### config.mk
export PLATFORM = sky130hd
export DESIGN_NAME = xli_top
export DESIGN_NICKNAME = d
export VERILOG_FILES = /design/src/hw/xli_pkg.sv /design/src/hw/xli_sync_if.sv /design/src/hw/xli_edge_sync.sv /design/src/hw/xli_top.sv
export SDC_FILE = /design/constraint.sdc
export NUM_CORES = 1
export LEC_CHECK = 0
export ABC_AREA = 1
export BUFFER_PORTS_ARGS = -buffer_cell sky130_fd_sc_hd__buf_2
export CORE_MARGIN = 1
export CORE_UTILIZATION = 50
export DETAILED_ROUTE_END_ITERATION = 8
export HOLD_SLACK_MARGIN = 0.1
export PLACE_DENSITY = 0.82
export SETUP_SLACK_MARGIN = 0.05
export SKIP_CTS_REPAIR_TIMING = 1
export SYNTH_ARGS = -nofsm -noshare
export SYNTH_HDL_FRONTEND = slang
export SYNTH_HIERARCHICAL = 1
export SYNTH_SLANG_ARGS = --single-unit
### constraint.sdc
create_clock -name sys_clk -period 2.3 [get_ports sys_clk]
set_input_delay 0.115 -clock sys_clk [delete_from_list [all_inputs] [get_ports sys_clk]]
set_output_delay 0.115 -clock sys_clk [all_outputs]
set_load 0.005 [all_outputs]
### src/hw/xli_pkg.sv
// Package with constants and types for the X.21 switched line interface
package xli_pkg;
  // ==========================================================
  // Register map (APB byte addresses)
  localparam logic [7:0] XLI_CTRL_ADDR = 8'h00;
  localparam logic [7:0] XLI_TXD_ADDR = 8'h04;
  localparam logic [7:0] XLI_STAT_ADDR = 8'h08;
  localparam logic [7:0] XLI_IRQ_STAT_ADDR = 8'h0c;
  localparam logic [7:0] XLI_IRQ_EN_ADDR = 8'h10;
  localparam logic [7:0] XLI_IRQ_CLR_ADDR = 8'h14;
  // ==========================================================
  // Control field positions
  localparam int XLI_C_DIAG = 0;
  localparam int XLI_C_DTR = 1;
  localparam int XLI_C_CALLSEL = 2;
  localparam int XLI_C_SEND = 3;
  localparam int XLI_C_XMIT = 4;
  localparam int XLI_C_EXTCLK = 5;
  localparam int XLI_C_SCANMON = 6;
  localparam int XLI_CTRL_W = 7;
  // Status field positions
  localparam int XLI_S_BITREQ = 0;
  localparam int XLI_S_OVERRUN = 1;
  localparam int XLI_S_RXBUF = 2;
  localparam int XLI_S_CHANGE = 3;
  localparam int XLI_S_DCERDY = 4;
  localparam int XLI_S_TXBUF = 5;
  // Interrupt bit positions
  localparam int XLI_I_BITREQ = 0;
  localparam int XLI_I_OVERRUN = 1;
  localparam int XLI_I_MODEMCHK = 2;
  localparam int XLI_IRQ_W = 3;
  // ==========================================================
  // Fixed patterns
  localparam logic [3:0] XLI_T_ZEROS = 4'h0;
  localparam logic [3:0] XLI_T_ALT = 4'h5;
  localparam logic [3:0] XLI_T_ONES = 4'hf;
  localparam logic [15:0] XLI_NR_PATTERN = 16'h7f68;
  localparam logic [3:0] XLI_NR_LAST = 4'hf;
  localparam logic [1:0] XLI_ALT_LAST = 2'h3;
  // Interrupt level carried with modem check
  localparam logic [1:0] XLI_MODEMCHK_LEVEL = 2'h2;
  typedef enum logic [2:0] {
    XLI_ST_CTL_NR = 3'b000,
    XLI_ST_UNC_NR = 3'b001,
    XLI_ST_READY = 3'b010,
    XLI_ST_CALLREQ = 3'b011,
    XLI_ST_DATA = 3'b100
  } xli_state_t;
endpackage

### src/hw/xli_sync_if.sv
// Interface carrying a synchronised strobe and its falling edge
interface xli_sync_if;
  logic level;
  logic fall;
  modport src (output level, output fall);
  modport dst (input level, input fall);
endinterface

### src/hw/xli_edge_sync.sv
// Two-flop synchroniser with falling edge detector
module xli_edge_sync (
  input wire logic sys_clk, // System clock
  input wire logic sys_rst, // Synchronous reset
  input wire logic async_in, // Input from another domain
  xli_sync_if.src sync // Synchronised level and fall pulse
);
  logic meta_reg;
  logic sync_reg;
  logic last_reg;
  // ==========================================================
  // Only sync_reg reads the first stage
  always_ff @(posedge sys_clk) begin
    if (sys_rst) begin
      meta_reg <= 1'b0;
      sync_reg <= 1'b0;
      last_reg <= 1'b0;
    end else begin
      meta_reg <= async_in;
      sync_reg <= meta_reg;
      last_reg <= sync_reg;
    end
  end
  assign sync.level = sync_reg;
  assign sync.fall = last_reg & ~sync_reg;
endmodule

### src/hw/xli_top.sv
// X.21 switched line interface top with APB registers
module xli_top
  import xli_pkg::*;
(
  input wire logic sys_clk, // 250 MHz clock
  input wire logic sys_rst, // Synchronous reset, high
  input wire logic psel, // APB select
  input wire logic penable, // APB enable
  input wire logic pwrite, // APB direction
  input wire logic [7:0] paddr, // APB byte address
  input wire logic [31:0] pwdata, // APB write data
  output logic [31:0] prdata, // APB read data
  output logic pready, // APB ready
  output logic pslverr, // APB error
  input wire logic internal_bit_clock_pulse, // Bit clock strobe, same domain
  input wire logic osc_clk, // Selected oscillator pin
  input wire logic dce_clk, // Network signal element timing pin
  input wire logic dce_rx_data, // Receive circuit R pin
  input wire logic dce_ready, // Indication of DCE ready pin
  output logic x21_control, // Control circuit C
  output logic x21_transmit, // Transmit circuit T
  output logic [1:0] irq_level, // Level carried with modem check
  output logic irq // Level interrupt
);
  // ==========================================================
  // Synchronisers for pins
  xli_sync_if dce_clk_s ();
  xli_sync_if osc_s ();
  xli_sync_if rxd_s ();
  xli_sync_if rdy_s ();
  xli_edge_sync u_sync_dce (.sys_clk(sys_clk), .sys_rst(sys_rst),
    .async_in(dce_clk), .sync(dce_clk_s));
  xli_edge_sync u_sync_osc (.sys_clk(sys_clk), .sys_rst(sys_rst),
    .async_in(osc_clk), .sync(osc_s));
  xli_edge_sync u_sync_rxd (.sys_clk(sys_clk), .sys_rst(sys_rst),
    .async_in(dce_rx_data), .sync(rxd_s));
  xli_edge_sync u_sync_rdy (.sys_clk(sys_clk), .sys_rst(sys_rst),
    .async_in(dce_ready), .sync(rdy_s));

  // ==========================================================
  // Registers
  logic [XLI_CTRL_W-1:0] ctrl_reg;
  logic send_data_reg;
  logic tx_buf_reg;
  logic rx_buf_reg;
  logic bit_req_reg;
  logic overrun_reg;
  logic [XLI_IRQ_W-1:0] irq_stat_reg;
  logic [XLI_IRQ_W-1:0] irq_en_reg;
  logic [3:0] nr_idx_reg;
  logic [1:0] t_idx_reg;
  logic [31:0] prdata_reg;

  // Latch views
  wire diag_latch = ctrl_reg[XLI_C_DIAG];
  wire dtr_latch = ctrl_reg[XLI_C_DTR];
  wire call_select_latch = ctrl_reg[XLI_C_CALLSEL];
  wire send_request_latch = ctrl_reg[XLI_C_SEND];
  wire xmit_latch = ctrl_reg[XLI_C_XMIT];
  wire ext_clk_latch = ctrl_reg[XLI_C_EXTCLK];
  wire scan_monitor = ctrl_reg[XLI_C_SCANMON];

  // ==========================================================
  // APB decode; zero wait states, every address answered
  wire apb_access = psel & penable;
  wire apb_wr = apb_access & pwrite;
  wire apb_rd = apb_access & ~pwrite;
  wire wr_ctrl = apb_wr & (paddr == XLI_CTRL_ADDR);
  wire wr_txd = apb_wr & (paddr == XLI_TXD_ADDR);
  wire wr_en = apb_wr & (paddr == XLI_IRQ_EN_ADDR);
  wire wr_clr = apb_wr & (paddr == XLI_IRQ_CLR_ADDR);
  wire rd_stat = apb_rd & (paddr == XLI_STAT_ADDR);
  wire addr_ok = (paddr == XLI_CTRL_ADDR) | (paddr == XLI_TXD_ADDR) |
                 (paddr == XLI_STAT_ADDR) | (paddr == XLI_IRQ_STAT_ADDR) |
                 (paddr == XLI_IRQ_EN_ADDR) | (paddr == XLI_IRQ_CLR_ADDR);
  assign pready = 1'b1;
  assign pslverr = apb_access & ~addr_ok;

  // ==========================================================
  // Strobe source choice
  wire strobe_fall = xmit_latch ? (ext_clk_latch ? dce_clk_s.fall : osc_s.fall) :
                     ext_clk_latch ? dce_clk_s.fall : internal_bit_clock_pulse;

  // ==========================================================
  // Interface state from the latches
  xli_state_t state;
  assign state = diag_latch ? XLI_ST_UNC_NR :
                 !dtr_latch && !send_request_latch ? XLI_ST_CTL_NR :
                 dtr_latch && !send_request_latch ? XLI_ST_READY :
                 dtr_latch && call_select_latch ? XLI_ST_CALLREQ :
                 dtr_latch ? XLI_ST_DATA : XLI_ST_CTL_NR;

  // Fixed T patterns step one bit per strobe
  wire alt_bit = XLI_T_ALT[t_idx_reg];
  logic t_next;
  logic c_next;
  always_comb begin
    t_next = 1'b0;
    c_next = 1'b0;
    unique case (state)
      XLI_ST_UNC_NR: t_next = XLI_T_ZEROS[t_idx_reg];
      XLI_ST_CTL_NR: t_next = alt_bit;
      XLI_ST_READY: t_next = XLI_T_ONES[t_idx_reg];
      XLI_ST_CALLREQ: begin
        c_next = 1'b1;
        t_next = XLI_T_ZEROS[t_idx_reg];
      end
      XLI_ST_DATA: begin
        c_next = 1'b1;
        t_next = tx_buf_reg;
      end
    endcase
  end

  // ==========================================================
  // Receive path
  wire nr_bit = XLI_NR_PATTERN[4'(XLI_NR_LAST - nr_idx_reg)];
  wire test_data = tx_buf_reg; // Wrap of transmit data
  wire line_bit = rdy_s.level ? rxd_s.level : nr_bit;
  wire rx_bit = diag_latch ? test_data : line_bit;
  wire line_change = rx_bit ^ rx_buf_reg;
  // Monitor state seeing the fixed pattern means DCE not ready
  wire modem_check = scan_monitor & ~rdy_s.level & strobe_fall;

  // ==========================================================
  // Strobe driven data path
  always_ff @(posedge sys_clk) begin
    if (sys_rst) begin
      tx_buf_reg <= 1'b0;
      rx_buf_reg <= 1'b0;
      nr_idx_reg <= 4'h0;
      t_idx_reg <= 2'h0;
    end else if (strobe_fall) begin
      tx_buf_reg <= send_data_reg;
      rx_buf_reg <= rx_bit;
      nr_idx_reg <= rdy_s.level ? 4'h0 : 4'(nr_idx_reg + 4'h1);
      t_idx_reg <= (t_idx_reg == XLI_ALT_LAST) ? 2'h0 : 2'(t_idx_reg + 2'h1);
    end
  end

  // Line outputs registered
  always_ff @(posedge sys_clk) begin
    if (sys_rst) begin
      x21_control <= 1'b0;
      x21_transmit <= 1'b0;
    end else begin
      x21_control <= c_next;
      x21_transmit <= t_next;
    end
  end

  // ==========================================================
  // Bit service handshake; set wins over clear
  wire bitreq_clr = wr_clr & pwdata[XLI_I_BITREQ];
  wire ovr_clr = wr_clr & pwdata[XLI_I_OVERRUN];
  always_ff @(posedge sys_clk) begin
    if (sys_rst) begin
      bit_req_reg <= 1'b0;
      overrun_reg <= 1'b0;
    end else begin
      bit_req_reg <= strobe_fall | (bit_req_reg & ~bitreq_clr);
      overrun_reg <= (strobe_fall & bit_req_reg & ~bitreq_clr) |
                     (overrun_reg & ~ovr_clr);
    end
  end

  // ==========================================================
  // Software latches
  always_ff @(posedge sys_clk) begin
    if (sys_rst) begin
      ctrl_reg <= '0;
      send_data_reg <= 1'b0;
      irq_en_reg <= '0;
    end else begin
      if (wr_ctrl) ctrl_reg <= pwdata[XLI_CTRL_W-1:0];
      if (wr_txd) send_data_reg <= pwdata[0];
      if (wr_en) irq_en_reg <= pwdata[XLI_IRQ_W-1:0];
    end
  end

  // Sticky interrupt status, set beats clear
  // Overrun event matches the flag: a clear in the strobe cycle counts as served
  wire ovr_event = strobe_fall & bit_req_reg & ~bitreq_clr;
  wire [XLI_IRQ_W-1:0] irq_set = {modem_check, ovr_event, strobe_fall};
  wire [XLI_IRQ_W-1:0] irq_clr_mask = wr_clr ? pwdata[XLI_IRQ_W-1:0] : '0;
  always_ff @(posedge sys_clk) begin
    if (sys_rst) begin
      irq_stat_reg <= '0;
    end else begin
      irq_stat_reg <= irq_set | (irq_stat_reg & ~irq_clr_mask);
    end
  end
  assign irq = |(irq_stat_reg & irq_en_reg);
  assign irq_level = irq_stat_reg[XLI_I_MODEMCHK] ? XLI_MODEMCHK_LEVEL : 2'h0;

  // ==========================================================
  // Read mux, registered in setup cycle for the access phase
  wire [31:0] stat_word = {26'h0, tx_buf_reg, rdy_s.level, line_change,
                           rx_buf_reg, overrun_reg, bit_req_reg};
  logic [31:0] rd_mux;
  always_comb begin
    rd_mux = 32'h0;
    unique case (paddr)
      XLI_CTRL_ADDR: rd_mux = {25'h0, ctrl_reg};
      XLI_TXD_ADDR: rd_mux = {31'h0, send_data_reg};
      XLI_STAT_ADDR: rd_mux = stat_word;
      XLI_IRQ_STAT_ADDR: rd_mux = {29'h0, irq_stat_reg};
      XLI_IRQ_EN_ADDR: rd_mux = {29'h0, irq_en_reg};
      default: rd_mux = 32'h0;
    endcase
  end
  always_ff @(posedge sys_clk) begin
    if (sys_rst) prdata_reg <= 32'h0;
    else if (psel & ~penable) prdata_reg <= rd_mux;
  end
  assign prdata = prdata_reg;
endmodule

# [Yosys cells after proc, flatten, opt, wreduce, memory -nomap -nowiden]
# Memory sizes are Yosys's and may differ from the RTL's.
# Index checks and enable logic that the tools add are counted.
[word_totals] reg_bits=68 inputBits=50 mem_bits_ro=16 mem_count=1 wordCells=110 output_inout_bits=39
[op_classes] n_mux=24 reduce_logical=10 order_cmp=2 eq_ne=10 bitwise=37 add_sub_neg=3
[mem_list] name="(no name shown)" depth=16 width=1 rd=1 rd_ports_with_merged_regs=0 wr=0 line="xli_top.sv:117" rtl="wire nr_bit = XLI_NR_PATTERN[4'(XLI_NR_LAST - nr_idx_reg)];"
[op_table] operator="7-bit one-hot mux with 5 select lines" count=1
[op_table] operator="1-bit bitwise AND" count=18
[op_table] operator="3-bit 2-to-1 mux" count=6
[op_table] operator="8-bit by 4-bit == test with 1-bit output, second input constant" count=2
[op_table] operator="8-bit by 5-bit == test with 1-bit output, second input constant" count=2
[op_table] operator="1-bit 2-to-1 mux" count=10
[op_table] operator="8-bit by 3-bit == test with 1-bit output, second input constant" count=1
[op_table] operator="8-bit logical NOT" count=1
[op_table] operator="1-bit inverter" count=7
[op_table] operator="1-bit OR" count=7
[op_table] operator="3-bit bitwise AND" count=2
[op_table] operator="1-bit binary-select mux with 2-bit select" count=3
[op_table] operator="3-bit by 2-bit == test with 1-bit output, second input constant" count=2
[op_table] operator="4-bit by 5-bit less-than comparator with 1-bit output, second input constant" count=1
[op_table] operator="4-bit by 1-bit adder with 4-bit output, second input constant" count=1
[op_table] operator="2-bit 2-to-1 mux" count=2
[op_table] operator="4-bit 2-to-1 mux" count=1
[op_table] operator="1-bit one-hot mux with 4 select lines" count=1
[op_table] operator="2-bit OR reduction" count=2
[op_table] operator="4-bit subtractor, first input constant" count=1
[op_table] operator="3-bit by 1-bit == test with 1-bit output, second input constant" count=1
[op_table] operator="3-bit == test, second input constant" count=1
[op_table] operator="1-bit logical AND" count=3
[op_table] operator="3-bit logical NOT" count=1
[op_table] operator="other kinds (8)" count=9

# [Logic depth before layout (Yosys ltp)]
[logic_depth] ltp_word=8 mapped_depth=12 ltp_nobuf=12

# [Modules after synthesis]
# The synthesis kept the hierarchy.
[by_module_without_submodules] mod="xli_top" area_each_um2=1879.3 cells_per_inst=266 n_inst=1 seq_area_each_um2=660.6
[by_module_without_submodules] mod="xli_edge_sync" area_each_um2=92.6 cells_per_inst=11 n_inst=4 seq_area_each_um2=60.1

# [Least setup slack after synthesis]
# No wires, ideal clock.
[synth_timing] path_type="flip-flop to flip-flop" from="register nr_idx_reg[0]" to="register prdata_reg[3] (netlist: prdata[3])" path_buffers=0 setup_ns=0.131 setup_slack_ns=0.993 stages_incl_launch_ff=11 synth_period_minus_slack_ns=1.307 arrival_ns=1.177 cell_sequence="dfxtp_1 > inv_1 > ha_1 > nand3_1 > nand3_1 > nand2_1 > nand2_1 > nand2_1 > nand3_1 > nand2_1 > a21oi_2"
[synth_between] elab_chain_len=7
[synth_lines] item="start, declared" line="xli_top.sv:50" rtl="logic [3:0] nr_idx_reg;"
[synth_lines] item="start signal, assigned" line="xli_top.sv:136" rtl="nr_idx_reg <= rdy_s.level ? 4'h0 : 4'(nr_idx_reg + 4'h1);"
[synth_lines] item="4-bit subtractor" line="xli_top.sv:117"
[synth_lines] item="memory read 16 x 1 bit"
[synth_lines] item="1-bit 2-to-1 mux (not written as such)" line="xli_top.sv:117"
[synth_lines] item="1-bit 2-to-1 mux" line="xli_top.sv:119" rtl="wire line_bit = rdy_s.level ? rxd_s.level : nr_bit;"
[synth_lines] item="1-bit 2-to-1 mux" line="xli_top.sv:120" rtl="wire rx_bit = diag_latch ? test_data : line_bit;"
[synth_lines] item="1-bit XOR" line="xli_top.sv:121" rtl="wire line_change = rx_bit ^ rx_buf_reg;"
[synth_lines] item="7-bit one-hot mux with 5 select lines" line="xli_top.sv:203" rtl="unique case (paddr)"
[synth_lines] item="end signal, assigned" line="xli_top.sv:214" rtl="else if (psel & ~penable) prdata_reg <= rd_mux;"
[synth_lines] item="end, declared" line="xli_top.sv:52" rtl="logic [31:0] prdata_reg;"
# Every way passes these cells. The select of a mux whose other input is x is not followed.
# A chain may end at the register's enable or synchronous reset.

# [Final worst setup path]
[layout_timing] from="register ctrl_reg[5]" to="register nr_idx_reg[3]"
[layout_between] elab_chain_len=2 word_cells_on_any_way=3
[layout_lines] item="start, declared" line="xli_top.sv:42" rtl="logic [XLI_CTRL_W-1:0] ctrl_reg;"
[layout_lines] item="start signal, assigned" line="xli_top.sv:175" rtl="if (wr_ctrl) ctrl_reg <= pwdata[XLI_CTRL_W-1:0];"
[layout_lines] item="1-bit 2-to-1 mux, on equally long branches" line="xli_top.sv:82, xli_top.sv:81"
[layout_lines] item="1-bit 2-to-1 mux (*)" line="xli_top.sv:81" rtl="wire strobe_fall = xmit_latch ? (ext_clk_latch ? dce_clk_s.fall : osc_s.fall) :"
# Mark *: on every way between the ends. The rest lies on a longest branch, timed or not.

==> results.sh <==
export IMPL_htree_levels=2
export IMPL_grt_pass1_wl_um=6541
export IMPL_maxCapViolCount=0
export IMPL_place_detailed_hpwl_um=3036
export IMPL_hp_class="in2reg"
export IMPL_cts_buffer_depth=2
export IMPL_worstMarginPinSlew_ns=0.5269
export IMPL_fmax_mhz=648.0
export IMPL_pwr_share_seq_pct=55.9
export IMPL_syn2layout_area_growth_pct=11.97
export IMPL_netlist_area_mm2=0.002175
export IMPL_drv_slew=0
export IMPL_fin_crit_ns=1.543
export IMPL_dr_first_iter_drc_count=132
export IMPL_rsz0062_at_grt="false"
export IMPL_io_pins=89
export IMPL_vias=1852
export IMPL_p_switching_mw=0.3606
export IMPL_fill_cells=389
export IMPL_clk_latency_ns=0.29
export IMPL_fin_crit_sh_pct=67.10
export IMPL_routed_wirelength_um=4096
export IMPL_regArea_um2=860.8
export IMPL_final_common_cell="nand2_1"
export IMPL_crit_type="reg2reg"
export IMPL_antenna_cells=0
export IMPL_finalSetupViolations=0
export IMPL_drc=0
export IMPL_avgSynthCellArea_um2=7.249
export IMPL_cts_made_buffers=5
export IMPL_syn_instance_count=300
export IMPL_cp_required_ns=2.47
export IMPL_status="completed"
export IMPL_die_area_mm2=0.004617
export IMPL_r2r_slack_ns=0.76
export IMPL_end_kind="register"
export IMPL_slew_limit_headroom_pct=64.87
export IMPL_start_kind="register"
export IMPL_vias_per_cell=4.701
export IMPL_reg2reg_from="ctrl_reg[5]$_SDFFE_PP0P_"
export IMPL_yosys_warnings=6
export IMPL_final_cell_mix="nand2_1, dfxtp_1, inv_1, buf_2, nor2_1"
export IMPL_cp_arrival_ns=1.71
export IMPL_clock_power_share_pct=33.0
export IMPL_rr_worst_depth=6
export IMPL_rows=23
export IMPL_dieWidth_um=67.95
export IMPL_grt_max_degree=27
export IMPL_hp_start="pwdata[5]"
export IMPL_dp_cells=379
export IMPL_root_buffer="clkbuf_8"
export IMPL_path_max_fanout=12
export IMPL_power_density_mw_per_mm2=575.9
export IMPL_finalClockSkew_ns=0.006009
export IMPL_r2r_end="nr_idx_reg[3]$_SDFFE_PP0P_"
export IMPL_path_clk_slew_ns=0.08
export IMPL_drive_gt1_share_pct=20.93
export IMPL_final_hold_viol_count=0
export IMPL_min_to="ctrl_reg[5]$_SDFFE_PP0P_"
export IMPL_design_core_area_mm2=0.004086
export IMPL_total_leakage_power_nw=1.109
export IMPL_ant_nets=0
export IMPL_initial_core_util_pct=53.21
export IMPL_drtPass1Iterations=4
export IMPL_wl_per_cell_um=10.40
export IMPL_whs_path_depth=3
export IMPL_grt_pass1_vias=1563
export IMPL_io_buffers=36
export IMPL_stdcell_count=394
export IMPL_ir_drop_v=0.0003695
export IMPL_sw_frac_of_total_pct=25.72
export IMPL_multi_input_comb_area_mm2=0.001007
export IMPL_grt_ovfl_total=0
export IMPL_combPwrFrac_pct=11.1
export IMPL_finalSetupTns_ns=0
export IMPL_die_y_um=67.95
export IMPL_cts_sinks=43
export IMPL_antenna_found_initial=0
export IMPL_internal_power_mw=1.042
export IMPL_nets=398
export IMPL_cts_tree="built"
export IMPL_place_congestion=0.7776
export IMPL_grt_total_usage_pct=19.18
[critical path: stages, from the launching register on]
cell	delay (ns)
dfxtp_1	0.31
inv_1	0.10
o21ai_2	0.47
inv_2	0.19
nand4_1	0.13
xor2_1	0.16
nor2_1	0.05
[per-stage QoR]
| step | setup WS, ns | utilization, % | hold slack [ns] | power [mW] | area [um2] |
|---|---|---|---|---|---|
| final | 0.7567 | 59.58 | 0.09900 | 1.402 | 2435 |
| after global routing | 0.6054 | 59.58 | 0.1163 | 1.472 | 2435 |
| after CTS | 0.7742 | 57.87 | 0.01396 | 1.408 | 2365 |
| after detailed placement | 0.8137 | 55.79 | 0.3228 | 0.9460 | 2280 |
| after global placement | 0.8208 | 55.79 | 0.3121 | 0.9428 | 2280 |
| after floorplan | 0.9926 | - | 0.1819 | 0.9248 | 2268 |
[power groups by stage]
stage | Combinational [mW] | Sequential, mW | Clock, mW
2_1_floorplan | 0.126 | 0.799 | 0
3_3_place_gp | 0.142 | 0.801 | 0
3_5_place_dp | 0.144 | 0.802 | 0
4_1_cts | 0.145 | 0.784 | 0.479
5_1_grt | 0.180 | 0.787 | 0.504
6_report | 0.155 | 0.784 | 0.463
[how the worst max path moves through the flow]
stage,endpoint,startpoint,slack (ns)
after floorplan,prdata[3]$_SDFFE_PP0P_,nr_idx_reg[0]$_SDFFE_PP0P_,0.99
after global placement,nr_idx_reg[3]$_SDFFE_PP0P_,ctrl_reg[5]$_SDFFE_PP0P_,0.82
after detailed placement,nr_idx_reg[3]$_SDFFE_PP0P_,ctrl_reg[5]$_SDFFE_PP0P_,0.81
after CTS,nr_idx_reg[1]$_SDFFE_PP0P_,ctrl_reg[5]$_SDFFE_PP0P_,0.77
after global routing,nr_idx_reg[3]$_SDFFE_PP0P_,ctrl_reg[5]$_SDFFE_PP0P_,0.61
final,nr_idx_reg[3]$_SDFFE_PP0P_,ctrl_reg[5]$_SDFFE_PP0P_,0.76
[layer usage]
metal	up-vias	routed length [um]	global-route usage, %	part of all wire, %
li1	974	-	-	-
met4	0	51	6.771	1.2
met3	6	251	4.833	6.1
met1	806	1872	22.42	46
met2	66	1921	33.58	47
met5	-	0	0	0
[area by class of cell]
class                   count  share of cell area (%)
multi-input cells         206                   41.37
flip-flops and latches     43                   35.35
repair buffers             44                   10.59
inverters                  43                   6.629
clock buffers               6                   2.980
well taps                  50                   2.569
clock inverters             2                  0.5139
(Power assumes the default switching activity.)
